## src/common/dqpsk_pkg.sv

```systemverilog
// Shared constants and types for the pi/4 DQPSK symbol mapper and its shaping filter
package dqpsk_pkg;

  // Clock and line rate
  localparam int CLK_HZ = 125_000_000;
  localparam int BIT_RATE_BPS = 36_000;
  localparam int BITS_PER_SYM = 2;
  // Symbol period in clock cycles, rounded down (6944)
  localparam int SYM_CYC_DEFAULT = (CLK_HZ * BITS_PER_SYM) / BIT_RATE_BPS;

  // Oversampling of the shaping filter and its span
  localparam int OSR = 4;
  localparam int OSR_W = 2;
  localparam logic [OSR_W-1:0] OSR_SYM_SLOT = 2'h0;
  localparam logic [OSR_W-1:0] OSR_LAST = 2'h3;
  localparam int NTAPS = 17;
  localparam int CNT_W = 13;

  // Sample and coefficient widths
  localparam int SAMP_W = 10;
  localparam int COEF_W = 10;
  localparam int PROD_W = SAMP_W + COEF_W;
  localparam int ACC_W = 25;
  localparam int OUT_W = 16;
  localparam int OUT_LSB = 5;

  // Constellation amplitudes: unit circle and its 45 degree projection
  localparam logic signed [SAMP_W-1:0] AMP_FULL = 10'h0FF;
  localparam logic signed [SAMP_W-1:0] AMP_DIAG = 10'h0B4;
  localparam logic signed [SAMP_W-1:0] AMP_ZERO = 10'h000;

  // Phase index in units of pi/4 and the four transitions
  localparam int PHASE_W = 3;
  localparam logic [PHASE_W-1:0] PHASE_REF = 3'h0;
  localparam logic [PHASE_W-1:0] PHASE_QUARTER = 3'h2;
  localparam logic [PHASE_W-1:0] STEP_PLUS1 = 3'h1;
  localparam logic [PHASE_W-1:0] STEP_PLUS3 = 3'h3;
  localparam logic [PHASE_W-1:0] STEP_MINUS3 = 3'h5;
  localparam logic [PHASE_W-1:0] STEP_MINUS1 = 3'h7;

  // Windowed root raised cosine, roll-off 0.35, four symbols span, OSR 4
  localparam logic signed [COEF_W-1:0] RRC_COEF [NTAPS] = '{
    10'h00D, 10'h3F6, 10'h3C1, 10'h3A8, 10'h3D8, 10'h060, 10'h11B, 10'h1BF, 10'h1FF,
    10'h1BF, 10'h11B, 10'h060, 10'h3D8, 10'h3A8, 10'h3C1, 10'h3F6, 10'h00D};

  // Power control steps, powers in half-dBm units
  localparam int STEP_W = 3;
  localparam int PWR_W = 7;
  localparam logic [STEP_W-1:0] STEP_MIN = 3'h1;
  localparam logic [STEP_W-1:0] STEP_MAX = 3'h7;
  localparam logic [PWR_W-1:0] PWR_TOP_HDB = 7'h5A;
  localparam logic [PWR_W-1:0] PWR_STEP_HDB = 7'h0A;

  // Bit pairing state
  typedef enum logic [3:0] {
    ST_REF = 4'h1,
    ST_ODD = 4'h2,
    ST_EVEN = 4'h4,
    ST_FULL = 4'h8
  } pair_state_type;

endpackage

```

## src/common/shaper_if.sv

```systemverilog
// Carrier between the symbol mapper and the shaping filter
`timescale 1ns/1ps
interface shaper_if;
  import dqpsk_pkg::*;
  logic sample_tick;
  logic signed [SAMP_W-1:0] impulse_i;
  logic signed [SAMP_W-1:0] impulse_q;
  logic signed [OUT_W-1:0] out_i;
  logic signed [OUT_W-1:0] out_q;
  logic out_valid;

  modport mapper (output sample_tick, output impulse_i, output impulse_q,
                  input out_i, input out_q, input out_valid);
  modport shaper (input sample_tick, input impulse_i, input impulse_q,
                  output out_i, output out_q, output out_valid);
endinterface

```

## src/rtl/pi4_dqpsk_symbol_mapper.sv

```systemverilog
// Baseband pi/4 DQPSK transmit symbol mapper with pulse shaping and power step lookup
`timescale 1ns/1ps
module pi4_dqpsk_symbol_mapper
  import dqpsk_pkg::*;
#(
  parameter int SYM_CYC = SYM_CYC_DEFAULT
)
(
  // Clock and reset
  input wire logic clk_sys,
  input wire logic reset_n,
  // Chain control
  input wire logic chain_restart,
  // Modulation bits from the burst builder
  input wire logic bit_in,
  input wire logic bit_valid,
  output logic bit_ready,
  // Symbol stream
  output logic sym_strobe,
  output logic [PHASE_W-1:0] sym_phase,
  output logic sym_odd,
  output logic sym_underrun,
  // Shaped baseband to the DAC chain
  output logic signed [OUT_W-1:0] tx_i,
  output logic signed [OUT_W-1:0] tx_q,
  output logic tx_valid,
  // Power control lookup
  input wire logic [STEP_W-1:0] power_step_req,
  input wire logic [PWR_W-1:0] class_limit_hdb,
  output logic [STEP_W-1:0] power_step_grant,
  output logic [PWR_W-1:0] power_hdb,
  output logic power_clamped
);

  localparam int SAMPLE_CYC = SYM_CYC / OSR;
  localparam logic [CNT_W-1:0] SAMPLE_LAST = CNT_W'(SAMPLE_CYC - 1);
  // Power of the quietest step, a plain constant so the reset branch stays constant
  localparam logic [PWR_W-1:0] PWR_FLOOR_HDB = PWR_W'(PWR_TOP_HDB - PWR_STEP_HDB * PWR_W'(STEP_MAX - STEP_MIN));

  // Phase step of a bit pair, odd-numbered bit first
  function automatic logic [PHASE_W-1:0] pair_step(input logic odd_b, input logic even_b);
    logic [PHASE_W-1:0] s;
    s = STEP_PLUS1;
    case ({odd_b, even_b})
      2'h3: s = STEP_MINUS3;
      2'h1: s = STEP_PLUS3;
      2'h0: s = STEP_PLUS1;
      default: s = STEP_MINUS1;
    endcase
    return s;
  endfunction

  // Cosine of a pi/4 phase index; the sine uses the same table shifted a quarter turn
  function automatic logic signed [SAMP_W-1:0] cos_lut(input logic [PHASE_W-1:0] idx);
    logic signed [SAMP_W-1:0] v;
    v = AMP_ZERO;
    case (idx)
      3'h0: v = AMP_FULL;
      3'h1: v = AMP_DIAG;
      3'h2: v = AMP_ZERO;
      3'h3: v = -AMP_DIAG;
      3'h4: v = -AMP_FULL;
      3'h5: v = -AMP_DIAG;
      3'h6: v = AMP_ZERO;
      default: v = AMP_DIAG;
    endcase
    return v;
  endfunction

  // Nominal power of a step in half-dBm, 5 dB per step below the top level
  function automatic logic [PWR_W-1:0] step_power(input logic [STEP_W-1:0] s);
    logic [PWR_W-1:0] d;
    d = PWR_W'(s - STEP_MIN);
    return PWR_W'(PWR_TOP_HDB - PWR_W'(d * PWR_STEP_HDB));
  endfunction

  // Highest power at or below the request that the class allows
  function automatic logic [STEP_W-1:0] grant_step(input logic [STEP_W-1:0] req,
                                                   input logic [PWR_W-1:0] limit);
    logic [STEP_W-1:0] g;
    logic found;
    g = STEP_MAX;
    found = 1'b0;
    for (int i = 1; i <= int'(STEP_MAX); i++) begin
      if (!found && STEP_W'(i) >= req && step_power(STEP_W'(i)) <= limit) begin
        g = STEP_W'(i);
        found = 1'b1;
      end
    end
    return g;
  endfunction

  pair_state_type state_r, state_nxt;
  logic [CNT_W-1:0] samp_cnt_r;
  logic [OSR_W-1:0] osr_r;
  logic [PHASE_W-1:0] phase_r, phase_nxt;
  logic odd_bit_r;
  logic even_bit_r;
  logic sym_strobe_r;
  logic sym_odd_r;
  logic underrun_r;
  logic tick_r;
  logic signed [SAMP_W-1:0] imp_i_r, imp_q_r;
  logic [STEP_W-1:0] grant_r;
  logic [PWR_W-1:0] power_r;
  logic clamped_r;

  wire sample_tick;
  wire sym_instant;
  wire bit_slot;
  wire bit_take;
  wire emit_ref;
  wire emit_pair;
  wire [PHASE_W-1:0] emit_phase;
  wire [STEP_W-1:0] req_legal;
  wire [STEP_W-1:0] grant_nxt;
  wire clamp_nxt;

  shaper_if sif();

  // Sample pacing: OSR samples per symbol, symbol instant at slot zero
  assign sample_tick = (samp_cnt_r == SAMPLE_LAST);
  assign sym_instant = sample_tick && (osr_r == OSR_SYM_SLOT);
  // Bit slots sit between symbol instants, two per symbol period
  assign bit_slot = sample_tick && osr_r[0];
  assign bit_ready = bit_slot && ((state_r == ST_ODD) || (state_r == ST_EVEN));
  assign bit_take = bit_ready && bit_valid;

  // Symbol decisions at each symbol instant
  assign emit_ref = sym_instant && (state_r == ST_REF);
  assign emit_pair = sym_instant && (state_r == ST_FULL);
  assign phase_nxt = phase_r + pair_step(odd_bit_r, even_bit_r);
  assign emit_phase = emit_pair ? phase_nxt : phase_r;

  // Sample counter, free running so the symbol grid never slips
  always_ff @(posedge clk_sys or negedge reset_n) begin
    if (!reset_n) begin
      samp_cnt_r <= '0;
      osr_r <= OSR_SYM_SLOT;
    end else if (sample_tick) begin
      samp_cnt_r <= '0;
      osr_r <= (osr_r == OSR_LAST) ? OSR_SYM_SLOT : osr_r + 2'h1;
    end else begin
      samp_cnt_r <= samp_cnt_r + 13'h0001;
    end
  end

  // Pairing state: odd bit, even bit, then a full pair waits for its symbol instant
  always_comb begin
    state_nxt = state_r;
    case (state_r)
      ST_REF: begin
        if (sym_instant) begin
          state_nxt = ST_ODD;
        end
      end
      ST_ODD: begin
        if (bit_take) begin
          state_nxt = ST_EVEN;
        end
      end
      ST_EVEN: begin
        if (bit_take) begin
          state_nxt = ST_FULL;
        end
      end
      ST_FULL: begin
        if (sym_instant) begin
          state_nxt = ST_ODD;
        end
      end
      default: state_nxt = ST_REF;
    endcase
    if (chain_restart) begin
      state_nxt = ST_REF;
    end
  end

  always_ff @(posedge clk_sys or negedge reset_n) begin
    if (!reset_n) begin
      state_r <= ST_REF;
    end else begin
      state_r <= state_nxt;
    end
  end

  // Bit capture; the odd bit holds across a missed symbol instant
  always_ff @(posedge clk_sys or negedge reset_n) begin
    if (!reset_n) begin
      odd_bit_r <= 1'b0;
      even_bit_r <= 1'b0;
    end else if (bit_take && state_r == ST_ODD) begin
      odd_bit_r <= bit_in;
    end else if (bit_take && state_r == ST_EVEN) begin
      even_bit_r <= bit_in;
    end
  end

  // Phase state survives bursts; only reset or an explicit restart returns it to zero
  always_ff @(posedge clk_sys or negedge reset_n) begin
    if (!reset_n) begin
      phase_r <= PHASE_REF;
    end else if (chain_restart) begin
      phase_r <= PHASE_REF;
    end else if (emit_pair) begin
      phase_r <= phase_nxt;
    end
  end

  // Symbol parity: reference is k=0, each pair flips between even and odd phase sets
  always_ff @(posedge clk_sys or negedge reset_n) begin
    if (!reset_n) begin
      sym_odd_r <= 1'b0;
    end else if (chain_restart || emit_ref) begin
      sym_odd_r <= 1'b0;
    end else if (emit_pair) begin
      sym_odd_r <= ~sym_odd_r;
    end
  end

  // Symbol strobe and underrun; a late pair costs a silent symbol slot, not a phase error
  always_ff @(posedge clk_sys or negedge reset_n) begin
    if (!reset_n) begin
      sym_strobe_r <= 1'b0;
      underrun_r <= 1'b0;
    end else begin
      sym_strobe_r <= emit_ref || emit_pair;
      underrun_r <= sym_instant && (state_r == ST_ODD || state_r == ST_EVEN);
    end
  end

  // Impulse to the filter: the symbol at its instant, zero on every other sample
  always_ff @(posedge clk_sys or negedge reset_n) begin
    if (!reset_n) begin
      imp_i_r <= AMP_ZERO;
      imp_q_r <= AMP_ZERO;
      tick_r <= 1'b0;
    end else begin
      tick_r <= sample_tick;
      if (emit_ref || emit_pair) begin
        imp_i_r <= cos_lut(emit_phase);
        imp_q_r <= cos_lut(emit_phase - PHASE_QUARTER);
      end else if (sample_tick) begin
        imp_i_r <= AMP_ZERO;
        imp_q_r <= AMP_ZERO;
      end
    end
  end

  // Registered tick lines up with the impulse registers above
  assign sif.sample_tick = tick_r;
  assign sif.impulse_i = imp_i_r;
  assign sif.impulse_q = imp_q_r;

  // Shaping filter; 17 taps trade stopband depth for area
  rrc_shaper u_shaper (
    .clk_sys(clk_sys),
    .reset_n(reset_n),
    .sif(sif.shaper)
  );

  // Power step lookup; an out-of-range request falls to the quietest step, STEP_MAX
  assign req_legal = (power_step_req < STEP_MIN) ? STEP_MAX : power_step_req;
  assign grant_nxt = grant_step(req_legal, class_limit_hdb);
  // Flag a changed step, and also a floor step that still sits above the class limit
  assign clamp_nxt = (grant_nxt != req_legal) || (step_power(grant_nxt) > class_limit_hdb);

  always_ff @(posedge clk_sys or negedge reset_n) begin
    if (!reset_n) begin
      grant_r <= STEP_MAX;
      power_r <= PWR_FLOOR_HDB;
      clamped_r <= 1'b0;
    end else begin
      grant_r <= grant_nxt;
      power_r <= step_power(grant_nxt);
      clamped_r <= clamp_nxt;
    end
  end

  // Outputs
  assign sym_strobe = sym_strobe_r;
  assign sym_phase = phase_r;
  assign sym_odd = sym_odd_r;
  assign sym_underrun = underrun_r;
  assign tx_i = sif.out_i;
  assign tx_q = sif.out_q;
  assign tx_valid = sif.out_valid;
  assign power_step_grant = grant_r;
  assign power_hdb = power_r;
  assign power_clamped = clamped_r;

endmodule

```

## src/rtl/rrc_shaper.sv

```systemverilog
// Oversampled root raised cosine FIR for both I and Q rails
`timescale 1ns/1ps
module rrc_shaper
  import dqpsk_pkg::*;
(
  // Clock and reset
  input wire logic clk_sys,
  input wire logic reset_n,
  // Impulse stream in, shaped samples out
  shaper_if.shaper sif
);

  logic signed [SAMP_W-1:0] line_r [2][NTAPS];
  logic signed [ACC_W-1:0] acc [2];
  logic signed [OUT_W-1:0] out_r [2];
  logic signed [SAMP_W-1:0] rail_in [2];
  logic valid_r;

  // Rail inputs
  assign rail_in[0] = sif.impulse_i;
  assign rail_in[1] = sif.impulse_q;

  genvar r;
  generate
    for (r = 0; r < 2; r++) begin : g_rail
      // Delay line: one complex sample per tick, symbols arrive as lone impulses
      always_ff @(posedge clk_sys or negedge reset_n) begin
        if (!reset_n) begin
          for (int t = 0; t < NTAPS; t++) begin
            line_r[r][t] <= AMP_ZERO;
          end
        end else if (sif.sample_tick) begin
          line_r[r][0] <= rail_in[r];
          for (int t = 1; t < NTAPS; t++) begin
            line_r[r][t] <= line_r[r][t-1];
          end
        end
      end

      // Sum of shifted pulses; symmetric taps keep the phase linear
      always_comb begin
        logic signed [ACC_W-1:0] sum_v;
        logic signed [PROD_W-1:0] prod_v;
        sum_v = '0;
        prod_v = '0;
        for (int t = 0; t < NTAPS; t++) begin
          prod_v = line_r[r][t] * RRC_COEF[t];
          sum_v = sum_v + ACC_W'(prod_v);
        end
        acc[r] = sum_v;
      end

      // Output scaling; the dropped top bits never carry for unit-amplitude symbols
      always_ff @(posedge clk_sys or negedge reset_n) begin
        if (!reset_n) begin
          out_r[r] <= '0;
        end else if (sif.sample_tick) begin
          out_r[r] <= acc[r][OUT_LSB +: OUT_W];
        end
      end
    end
  endgenerate

  // One-cycle marker that a new shaped sample stands on the outputs
  always_ff @(posedge clk_sys or negedge reset_n) begin
    if (!reset_n) begin
      valid_r <= 1'b0;
    end else begin
      valid_r <= sif.sample_tick;
    end
  end

  assign sif.out_i = out_r[0];
  assign sif.out_q = out_r[1];
  assign sif.out_valid = valid_r;

endmodule

```

## config.mk

```make
export PLATFORM = sky130hd
export DESIGN_NAME = pi4_dqpsk_symbol_mapper
export DESIGN_NICKNAME = d
export VERILOG_FILES = /design/src/common/dqpsk_pkg.sv /design/src/common/shaper_if.sv /design/src/rtl/pi4_dqpsk_symbol_mapper.sv /design/src/rtl/rrc_shaper.sv
export SDC_FILE = /design/constraint.sdc
export NUM_CORES = 2
export LEC_CHECK = 0
export BUFFER_PORTS_ARGS = -buffer_cell sky130_fd_sc_hd__clkbuf_2
export CORE_MARGIN = 2
export CORE_UTILIZATION = 45
export CTS_BUF_LIST = sky130_fd_sc_hd__clkbuf_8
export DETAILED_ROUTE_END_ITERATION = 7
export GPL_TIMING_DRIVEN = 0
export PLACE_DENSITY = 0.61
export SYNTH_ARGS = -nofsm -noshare
export SYNTH_HDL_FRONTEND = slang
export SYNTH_SLANG_ARGS = --single-unit
```

## constraint.sdc

```tcl
create_clock -name clk_sys -period 14.65 [get_ports clk_sys]
set_input_delay 0.7325 -clock clk_sys [delete_from_list [all_inputs] [get_ports clk_sys]]
set_output_delay 0.7325 -clock clk_sys [all_outputs]
set_load 0.005 [all_outputs]
```

---- Word-level counts from Yosys, hierarchy flattened ----
Index checks and enable logic that the tools add are counted.
word-level totals
  register bits after elaboration ......... 432
  output and inout bits ................... 51
  word-level logic and storage cells ...... 241
cells by class
  add/sub/neg operators ................... 38
  $mul .................................... 35
  $lt $le $gt $ge ......................... 16
  eq/ne operators ......................... 22
  muxes and demuxes ....................... 31
  bitwise logic cells ..................... 2
  reduce and logical (&&, ||, !) cells .... 45
operators by type and width
  cell                                                                      count
  21-bit by 20-bit adder with 21-bit output                                 10
  10-bit by 10-bit multiplier with 20-bit output (second input constant)    10
  21-bit by 18-bit adder with 21-bit output                                 8
  21-bit by 17-bit adder with 21-bit output                                 6
  10-bit by 5-bit multiplier with 15-bit output (second input constant)     8
  10-bit by 4-bit multiplier with 14-bit output (second input constant)     8
  21-bit by 15-bit adder with 21-bit output                                 4
  10-bit one-hot mux with 4 select lines                                    2
  10-bit by 7-bit multiplier with 17-bit output (second input constant)     4
  10-bit by 3-bit multiplier with 13-bit output (second input constant)     4
  16-bit by 17-bit adder with 18-bit output                                 2
  15-bit by 15-bit adder with 16-bit output                                 2
  10-bit two-way mux                                                        3
  3-bit two-way mux                                                         10
  1-bit logical AND                                                         22
  6-bit by 7-bit <= comparator with 1-bit output (first input constant)     3
  7-bit <= comparator (first input constant)                                3
  3-bit equality test (second input constant)                               6
  4-bit two-way mux                                                         4
  13-bit by 1-bit adder with 13-bit output (second input constant)          1
  13-bit by 11-bit equality test with 1-bit output (second input constant)  1
  13-bit two-way mux                                                        1
  3-bit by 2-bit equality test with 1-bit output (second input constant)    4
  3-bit >= comparator (first input constant)                                4
  33 further kinds                                                          59

---- Logic depth before layout (Yosys ltp) ----
  depth after elaboration ................. 34
  depth in mapped cells ................... 54
  mapped depth without buffers ............ 54

---- By module ----
Synthesis repeated with hierarchy kept, for this count alone.
second synthesis, totals
  cells, all modules ...................... 6775
  area, all modules ....................... 71095.7 sq um
by module, submodules not included
  module                   instances  cells an instance  area an instance (sq um)
  rrc_shaper               1          6446               68045.3
  pi4_dqpsk_symbol_mapper  1          329                3050.4

---- Worst setup path after synthesis ----
OpenSTA, ideal clock, no wires.
  path kind ............................... reg-to-reg
  from .................................... register u_shaper.line_r[156] in the netlist's numbering
  to ...................................... register u_shaper.out_r (netlist bit u_shaper.sif.out_q[15])
  library setup time ...................... 125 ps
  arrival time ............................ 12560 ps
  data required time ...................... 14525 ps
  slack ................................... 1966 ps
  stages on the path, launching flop included .. 49
  path buffers ............................ 0
  path through ............................ dfrtp_1 -> ha_1 -> inv_1 -> fa_1 -> inv_1 -> ha_1 -> ha_1 -> a21o_1 -> a21oi_1 -> o21bai_1 -> a21oi_1 -> xor2_1 -> fa_1 -> inv_1 -> fa_1 -> inv_1 -> fa_1 -> inv_1 -> (+13 left out) -> inv_1 -> fa_1 -> inv_1 -> fa_1 -> fa_1 -> inv_1 -> fa_1 -> fa_1 -> inv_1 -> fa_1 -> xnor2_1 -> xnor2_1 -> xnor2_1 -> xnor2_1 -> xnor2_1 -> xnor2_1 -> xnor2_1 -> mux2_2
on the way
  longest elaborated chain between the ends .. 17
RTL lines
  what                                                     line              source
  start: declaration                                       rrc_shaper.sv:13  logic signed [SAMP_W-1:0] line_r [2][NTAPS];
  start signal: indexed assignment                         rrc_shaper.sv:33  line_r[r][0] <= rail_in[r];
  start signal: indexed assignment                         rrc_shaper.sv:35  line_r[r][t] <= line_r[r][t-1];
  10-bit by 4-bit multiplier with 14-bit output            rrc_shaper.sv:47  prod_v = line_r[r][t] * RRC_COEF[t];
  15-bit by 15-bit adder with 16-bit output                rrc_shaper.sv:48  sum_v = sum_v + ACC_W'(prod_v);
  16-bit by 17-bit adder with 18-bit output                rrc_shaper.sv:48
  21-bit by 18-bit adder with 21-bit output                rrc_shaper.sv:48
  21-bit by 17-bit adder with 21-bit output                rrc_shaper.sv:48
  21-bit by 18-bit adder with 21-bit output                rrc_shaper.sv:48
  21-bit by 20-bit adder with 21-bit output (5 in series)  rrc_shaper.sv:48
  21-bit by 18-bit adder with 21-bit output                rrc_shaper.sv:48
  21-bit by 17-bit adder with 21-bit output                rrc_shaper.sv:48
  21-bit by 18-bit adder with 21-bit output                rrc_shaper.sv:48
  21-bit by 17-bit adder with 21-bit output                rrc_shaper.sv:48
  21-bit by 15-bit adder with 21-bit output (2 in series)  rrc_shaper.sv:48
  end signal: indexed assignment                           rrc_shaper.sv:58  out_r[r] <= acc[r][OUT_LSB +: OUT_W];
  end: declaration                                         rrc_shaper.sv:15  logic signed [OUT_W-1:0] out_r [2];
Every way passes these cells.
A chain may end at the register's enable or synchronous reset.

---- Worst setup path after layout ----
Same ends and word-level chain as after synthesis.

==> flow_metrics.env <==
export IMPL_cts_setup_buffers=0
export IMPL_switching_power_w=0.0005604
export IMPL_rows=135
export IMPL_grt_max_degree=86
export IMPL_track_usage_pct=22.26
export IMPL_tightest_slew_ns=1.500
export IMPL_cts_sinks=286
export IMPL_syn_to_final_growth_pct=6.831
export IMPL_port_buffers=61
export IMPL_pwr_share_seq_pct=40.3
export IMPL_violations="max-capacitance violations, max-slew violations"
export IMPL_synth_area_um2=61110
export IMPL_ys_seq_area_share_pct=11.73
export IMPL_synthArstFlopShare_pct=100.0
export IMPL_min_period_over_period_pct=95.13
export IMPL_start_util_pct=45.22
export IMPL_drtIter0Drc=1793
export IMPL_final_core_util_pct=48.31
export IMPL_cpMostUsedCell="fa_1"
export IMPL_max_slew_margin_pct=-0.0002887
export IMPL_min_period_ns=13.94
export IMPL_drv_slew=1
export IMPL_yosysWarningCount=0
export IMPL_max_clock_freq_ghz=0.07175
export IMPL_finalHoldViolCount=0
export IMPL_drive_gt1_share_pct=5.349
export IMPL_final_cells=7935
export IMPL_place_detailed_hpwl_um=127400
export IMPL_crit_type="flop to flop"
export IMPL_clk_latency_ns=0.79
export IMPL_grt_pass1_vias=42659
export IMPL_crit_path_end_kind="flop"
export IMPL_via_per_inst=4.960
export IMPL_ys_seq_elements=286
export IMPL_synth_edf_count=0
export IMPL_rsz0062_at_grt="no"
export IMPL_drt_total_wl_um=147300
export IMPL_max_stage_delay_ns=0.56
export IMPL_cts_buffers=70
export IMPL_ys_types=76
export IMPL_clock_path_buffers=3
export IMPL_grt_ovfl_total=0
export IMPL_r2r_start="u_shaper.line_r[156]"
export IMPL_wl_per_cell_um=18.56
export IMPL_startpoint="u_shaper.line_r[156]"
export IMPL_fillers=12621
export IMPL_htree_levels=3
export IMPL_first_pass_iters=5
export IMPL_grt_pass1_wl_um=236200
export IMPL_r2r_end="u_shaper.sif.out_q[15]"
export IMPL_internal_power_w=0.001435
export IMPL_finalSetupViolCount=0
export IMPL_reg2reg_slack_ns=0.71
export IMPL_p_leak_nw=34.33
export IMPL_fp_dieW_um=372.5
export IMPL_peakVddDrop_mv=0.06461
export IMPL_cts_clk_slew_worst_paths_ns=0.06
export IMPL_sw_frac_of_total_pct=28.09
export IMPL_status="finished, violations left"
export IMPL_core_area_um2=135100
export IMPL_place_gp_congestion=0.8793
export IMPL_finalClockSkew_ns=0.08378
export IMPL_crit_slowest_cell="fa_1"
export IMPL_antenna_found_initial=4
export IMPL_power_frac_comb_pct=4.0
export IMPL_nNetsFinal=8374
export IMPL_startpoint_type="flop"
export IMPL_ioPinCount=66
export IMPL_tns_ns=0
export IMPL_cts_tree="yes"
export IMPL_clockPowerShare_pct=55.7
export IMPL_ff2ff_path_depth=49
export IMPL_crit_arrival_ns=14.57
export IMPL_remaining_drc_errors=0
export IMPL_path_max_fanout=7
export IMPL_cap_violations=1
export IMPL_min_path_type="primary input to flop"
export IMPL_dieHeight_um=372.5
export IMPL_cp_required_ns=15.29
export IMPL_powerDensity_nw_per_um2=30.56
export IMPL_cts_root_buffer="clkbuf_8"
export IMPL_dpl_cell_count=7809
export IMPL_die_area_um2=138800
export IMPL_postSynthCellCount=5963
export IMPL_synth_flop_cell="dfrtp_1"
export IMPL_postRouteAntennaNets=0
export IMPL_cp_endpoint="u_shaper.sif.out_q[15]"
export IMPL_synth_area_per_cell_um2=10.25
export IMPL_vias=39357
[power by group through the flow]
stage	clock (W)	sequential, W	combinational (W)
6_report	0.00111	0.000804	0.0000792
5_1_grt	0.00119	0.000804	0.0000928
4_1_cts	0.00116	0.000804	0.0000817
3_5_place_dp	0	0.000817	0.0000811
3_3_place_gp	0	0.000819	0.0000762
2_1_floorplan	0	0.000818	0.0000390
[synthesized netlist by cell type, types with 4 or more instances]
| master | number | area share (%) |
|---|---|---|
| inv_1 | 1638 | 10 |
| ha_1 | 1217 | 25 |
| fa_1 | 1041 | 34 |
| xnor2_1 | 350 | 5.0 |
| dfrtp_1 | 279 | 11 |
| nand2_1 | 266 | 1.6 |
| o21ai_0 | 264 | 2.2 |
| a21oi_1 | 134 | 1.1 |
| mux2_2 | 115 | 2.1 |
| xor2_1 | 113 | 1.6 |
| nor2_1 | 95 | 0.58 |
| a21o_1 | 76 | 0.93 |
| clkbuf_1 | 55 | 0.34 |
| nand3_1 | 27 | 0.22 |
| nor3_1 | 24 | 0.20 |
| o21bai_1 | 21 | 0.26 |
| mux2i_1 | 20 | 0.33 |
| nor2b_1 | 20 | 0.20 |
| or2_2 | 17 | 0.17 |
| and3_1 | 16 | 0.16 |
| a22o_1 | 14 | 0.20 |
| nand2b_1 | 14 | 0.14 |
| and2_1 | 12 | 0.12 |
| a31oi_1 | 9 | 0.092 |
| o21a_1 | 9 | 0.11 |
| or3_1 | 8 | 0.082 |
| dfstp_2 | 7 | 0.30 |
| nand4_1 | 7 | 0.072 |
| a211oi_1 | 6 | 0.074 |
| buf_1 | 6 | 0.037 |
| a2111oi_0 | 5 | 0.072 |
| a21boi_0 | 5 | 0.061 |
| o211ai_1 | 5 | 0.061 |
| nand4b_1 | 4 | 0.057 |
[layer usage]
metal | track usage [%] | wire length, um | up-vias
li1 | - | - | 18652
met1 | 30.95 | 68140 | 19892
met2 | 35.63 | 67050 | 620
met3 | 3.903 | 7973 | 189
met4 | 6.426 | 4059 | 4
met5 | 0 | 26 | -
[through the flow]
step | hold WS, ns | cell area, um^2 | power (W) | setup slack [ns]
3_3_place_gp | 0.3631 | 63640 | 0.0008949 | 0.7957
3_5_place_dp | 0.3728 | 63740 | 0.0008984 | 0.6860
5_1_grt | 0.1895 | 65280 | 0.002085 | 0.0003695
4_1_cts | 0.1239 | 65260 | 0.002043 | 0.6673
2_1_floorplan | 0.3519 | 61110 | 0.0008569 | 1.966
6_report | 0.2177 | 65280 | 0.001995 | 0.7130
[layout make-up]
cell class / instances / area [um^2] / share of cell area, %
plain buffers: 63 / 245.2 / 0.3757
clock buffers: 92 / 1266 / 1.940
inverters: 1640 / 6156 / 9.430
multi-input cells: 3975 / 47560 / 72.85
diodes: 3 / 7.507 / 0.01150
clock inverters: 30 / 249.0 / 0.3814
repair buffers: 65 / 406.6 / 0.6229
well taps: 1781 / 2228 / 3.414
flip-flops and latches: 286 / 7166 / 10.98
[critical path: cells and delay by family (launching register included)]
family / cells / cell delay, ns
AOI/OAI and AO/OA: 10 / 2.33
adders and majority gates: 21 / 8.80
muxes: 1 / 0.26
xor gates and xnor gates: 3 / 0.62
DFF: 1 / 0.50
buffers and inverters: 10 / 0.51
and+or+nand+nor: 4 / 0.80
[sequential cells by signal, indices dropped and copies added (netlist names), 2 cells and up]
signal and cells:
imp_i_r 6, imp_q_r 6, osr_r 2, power_hdb 5
power_step_grant 3, samp_cnt_r 13, state_r 4, sym_phase 3
u_shaper.line_r 204, u_shaper.sif.out_i 16, u_shaper.sif.out_q 16
[worst min path at each step]
stage	to	cells past startpoint	startpoint	slack [ns]
floorplan	u_shaper.sif.out_valid	0	sif.sample_tick	0.35
global placement	u_shaper.sif.out_valid	0	sif.sample_tick	0.36
detailed placement	u_shaper.sif.out_valid	0	sif.sample_tick	0.37
CTS	even_bit_r	3	bit_in	0.12
global route	even_bit_r	3	bit_in	0.19
finish	even_bit_r	3	bit_in	0.22
[placed cells by master (no fill, tap or decap), types with 27 or more instances in the layout]
cell	Yosys	routed
inv_1	1638	1652
nor2_1	95	95
nand3_1	27	27
clkbuf_8	0	93
xnor2_1	350	350
ha_1	1217	1217
clkbuf_1	55	54
a21o_1	76	76
dfrtp_1	279	279
a21oi_1	134	134
mux2_2	115	115
nand2_1	266	266
fa_1	1041	1041
xor2_1	113	113
clkbuf_2	0	61
o21ai_0	264	264
[timing repair]
action,4_1_cts,5_1_grt
endpoints found under the setup margin,0,1
resized for setup,0,1
hold buffers,1,0
hold endpoints to repair,59,0
[logic make-up (layout without fill, tap and decap cells)]
kind of cell | after synthesis | in the layout | synth area share, %
AOI/OAI and AO/OA | 588 | 588 | 5.752
xor gates and xnor gates | 463 | 463 | 6.636
adders and majority gates | 2259 | 2259 | 59.04
buffers and inverters | 1703 | 1890 | 10.47
DFF | 286 | 286 | 11.73
muxes | 135 | 135 | 2.447
other | 1 | 5 | 0.006137
and+or+nand+nor | 528 | 528 | 3.921
Power figures use the tool's default switching activity.
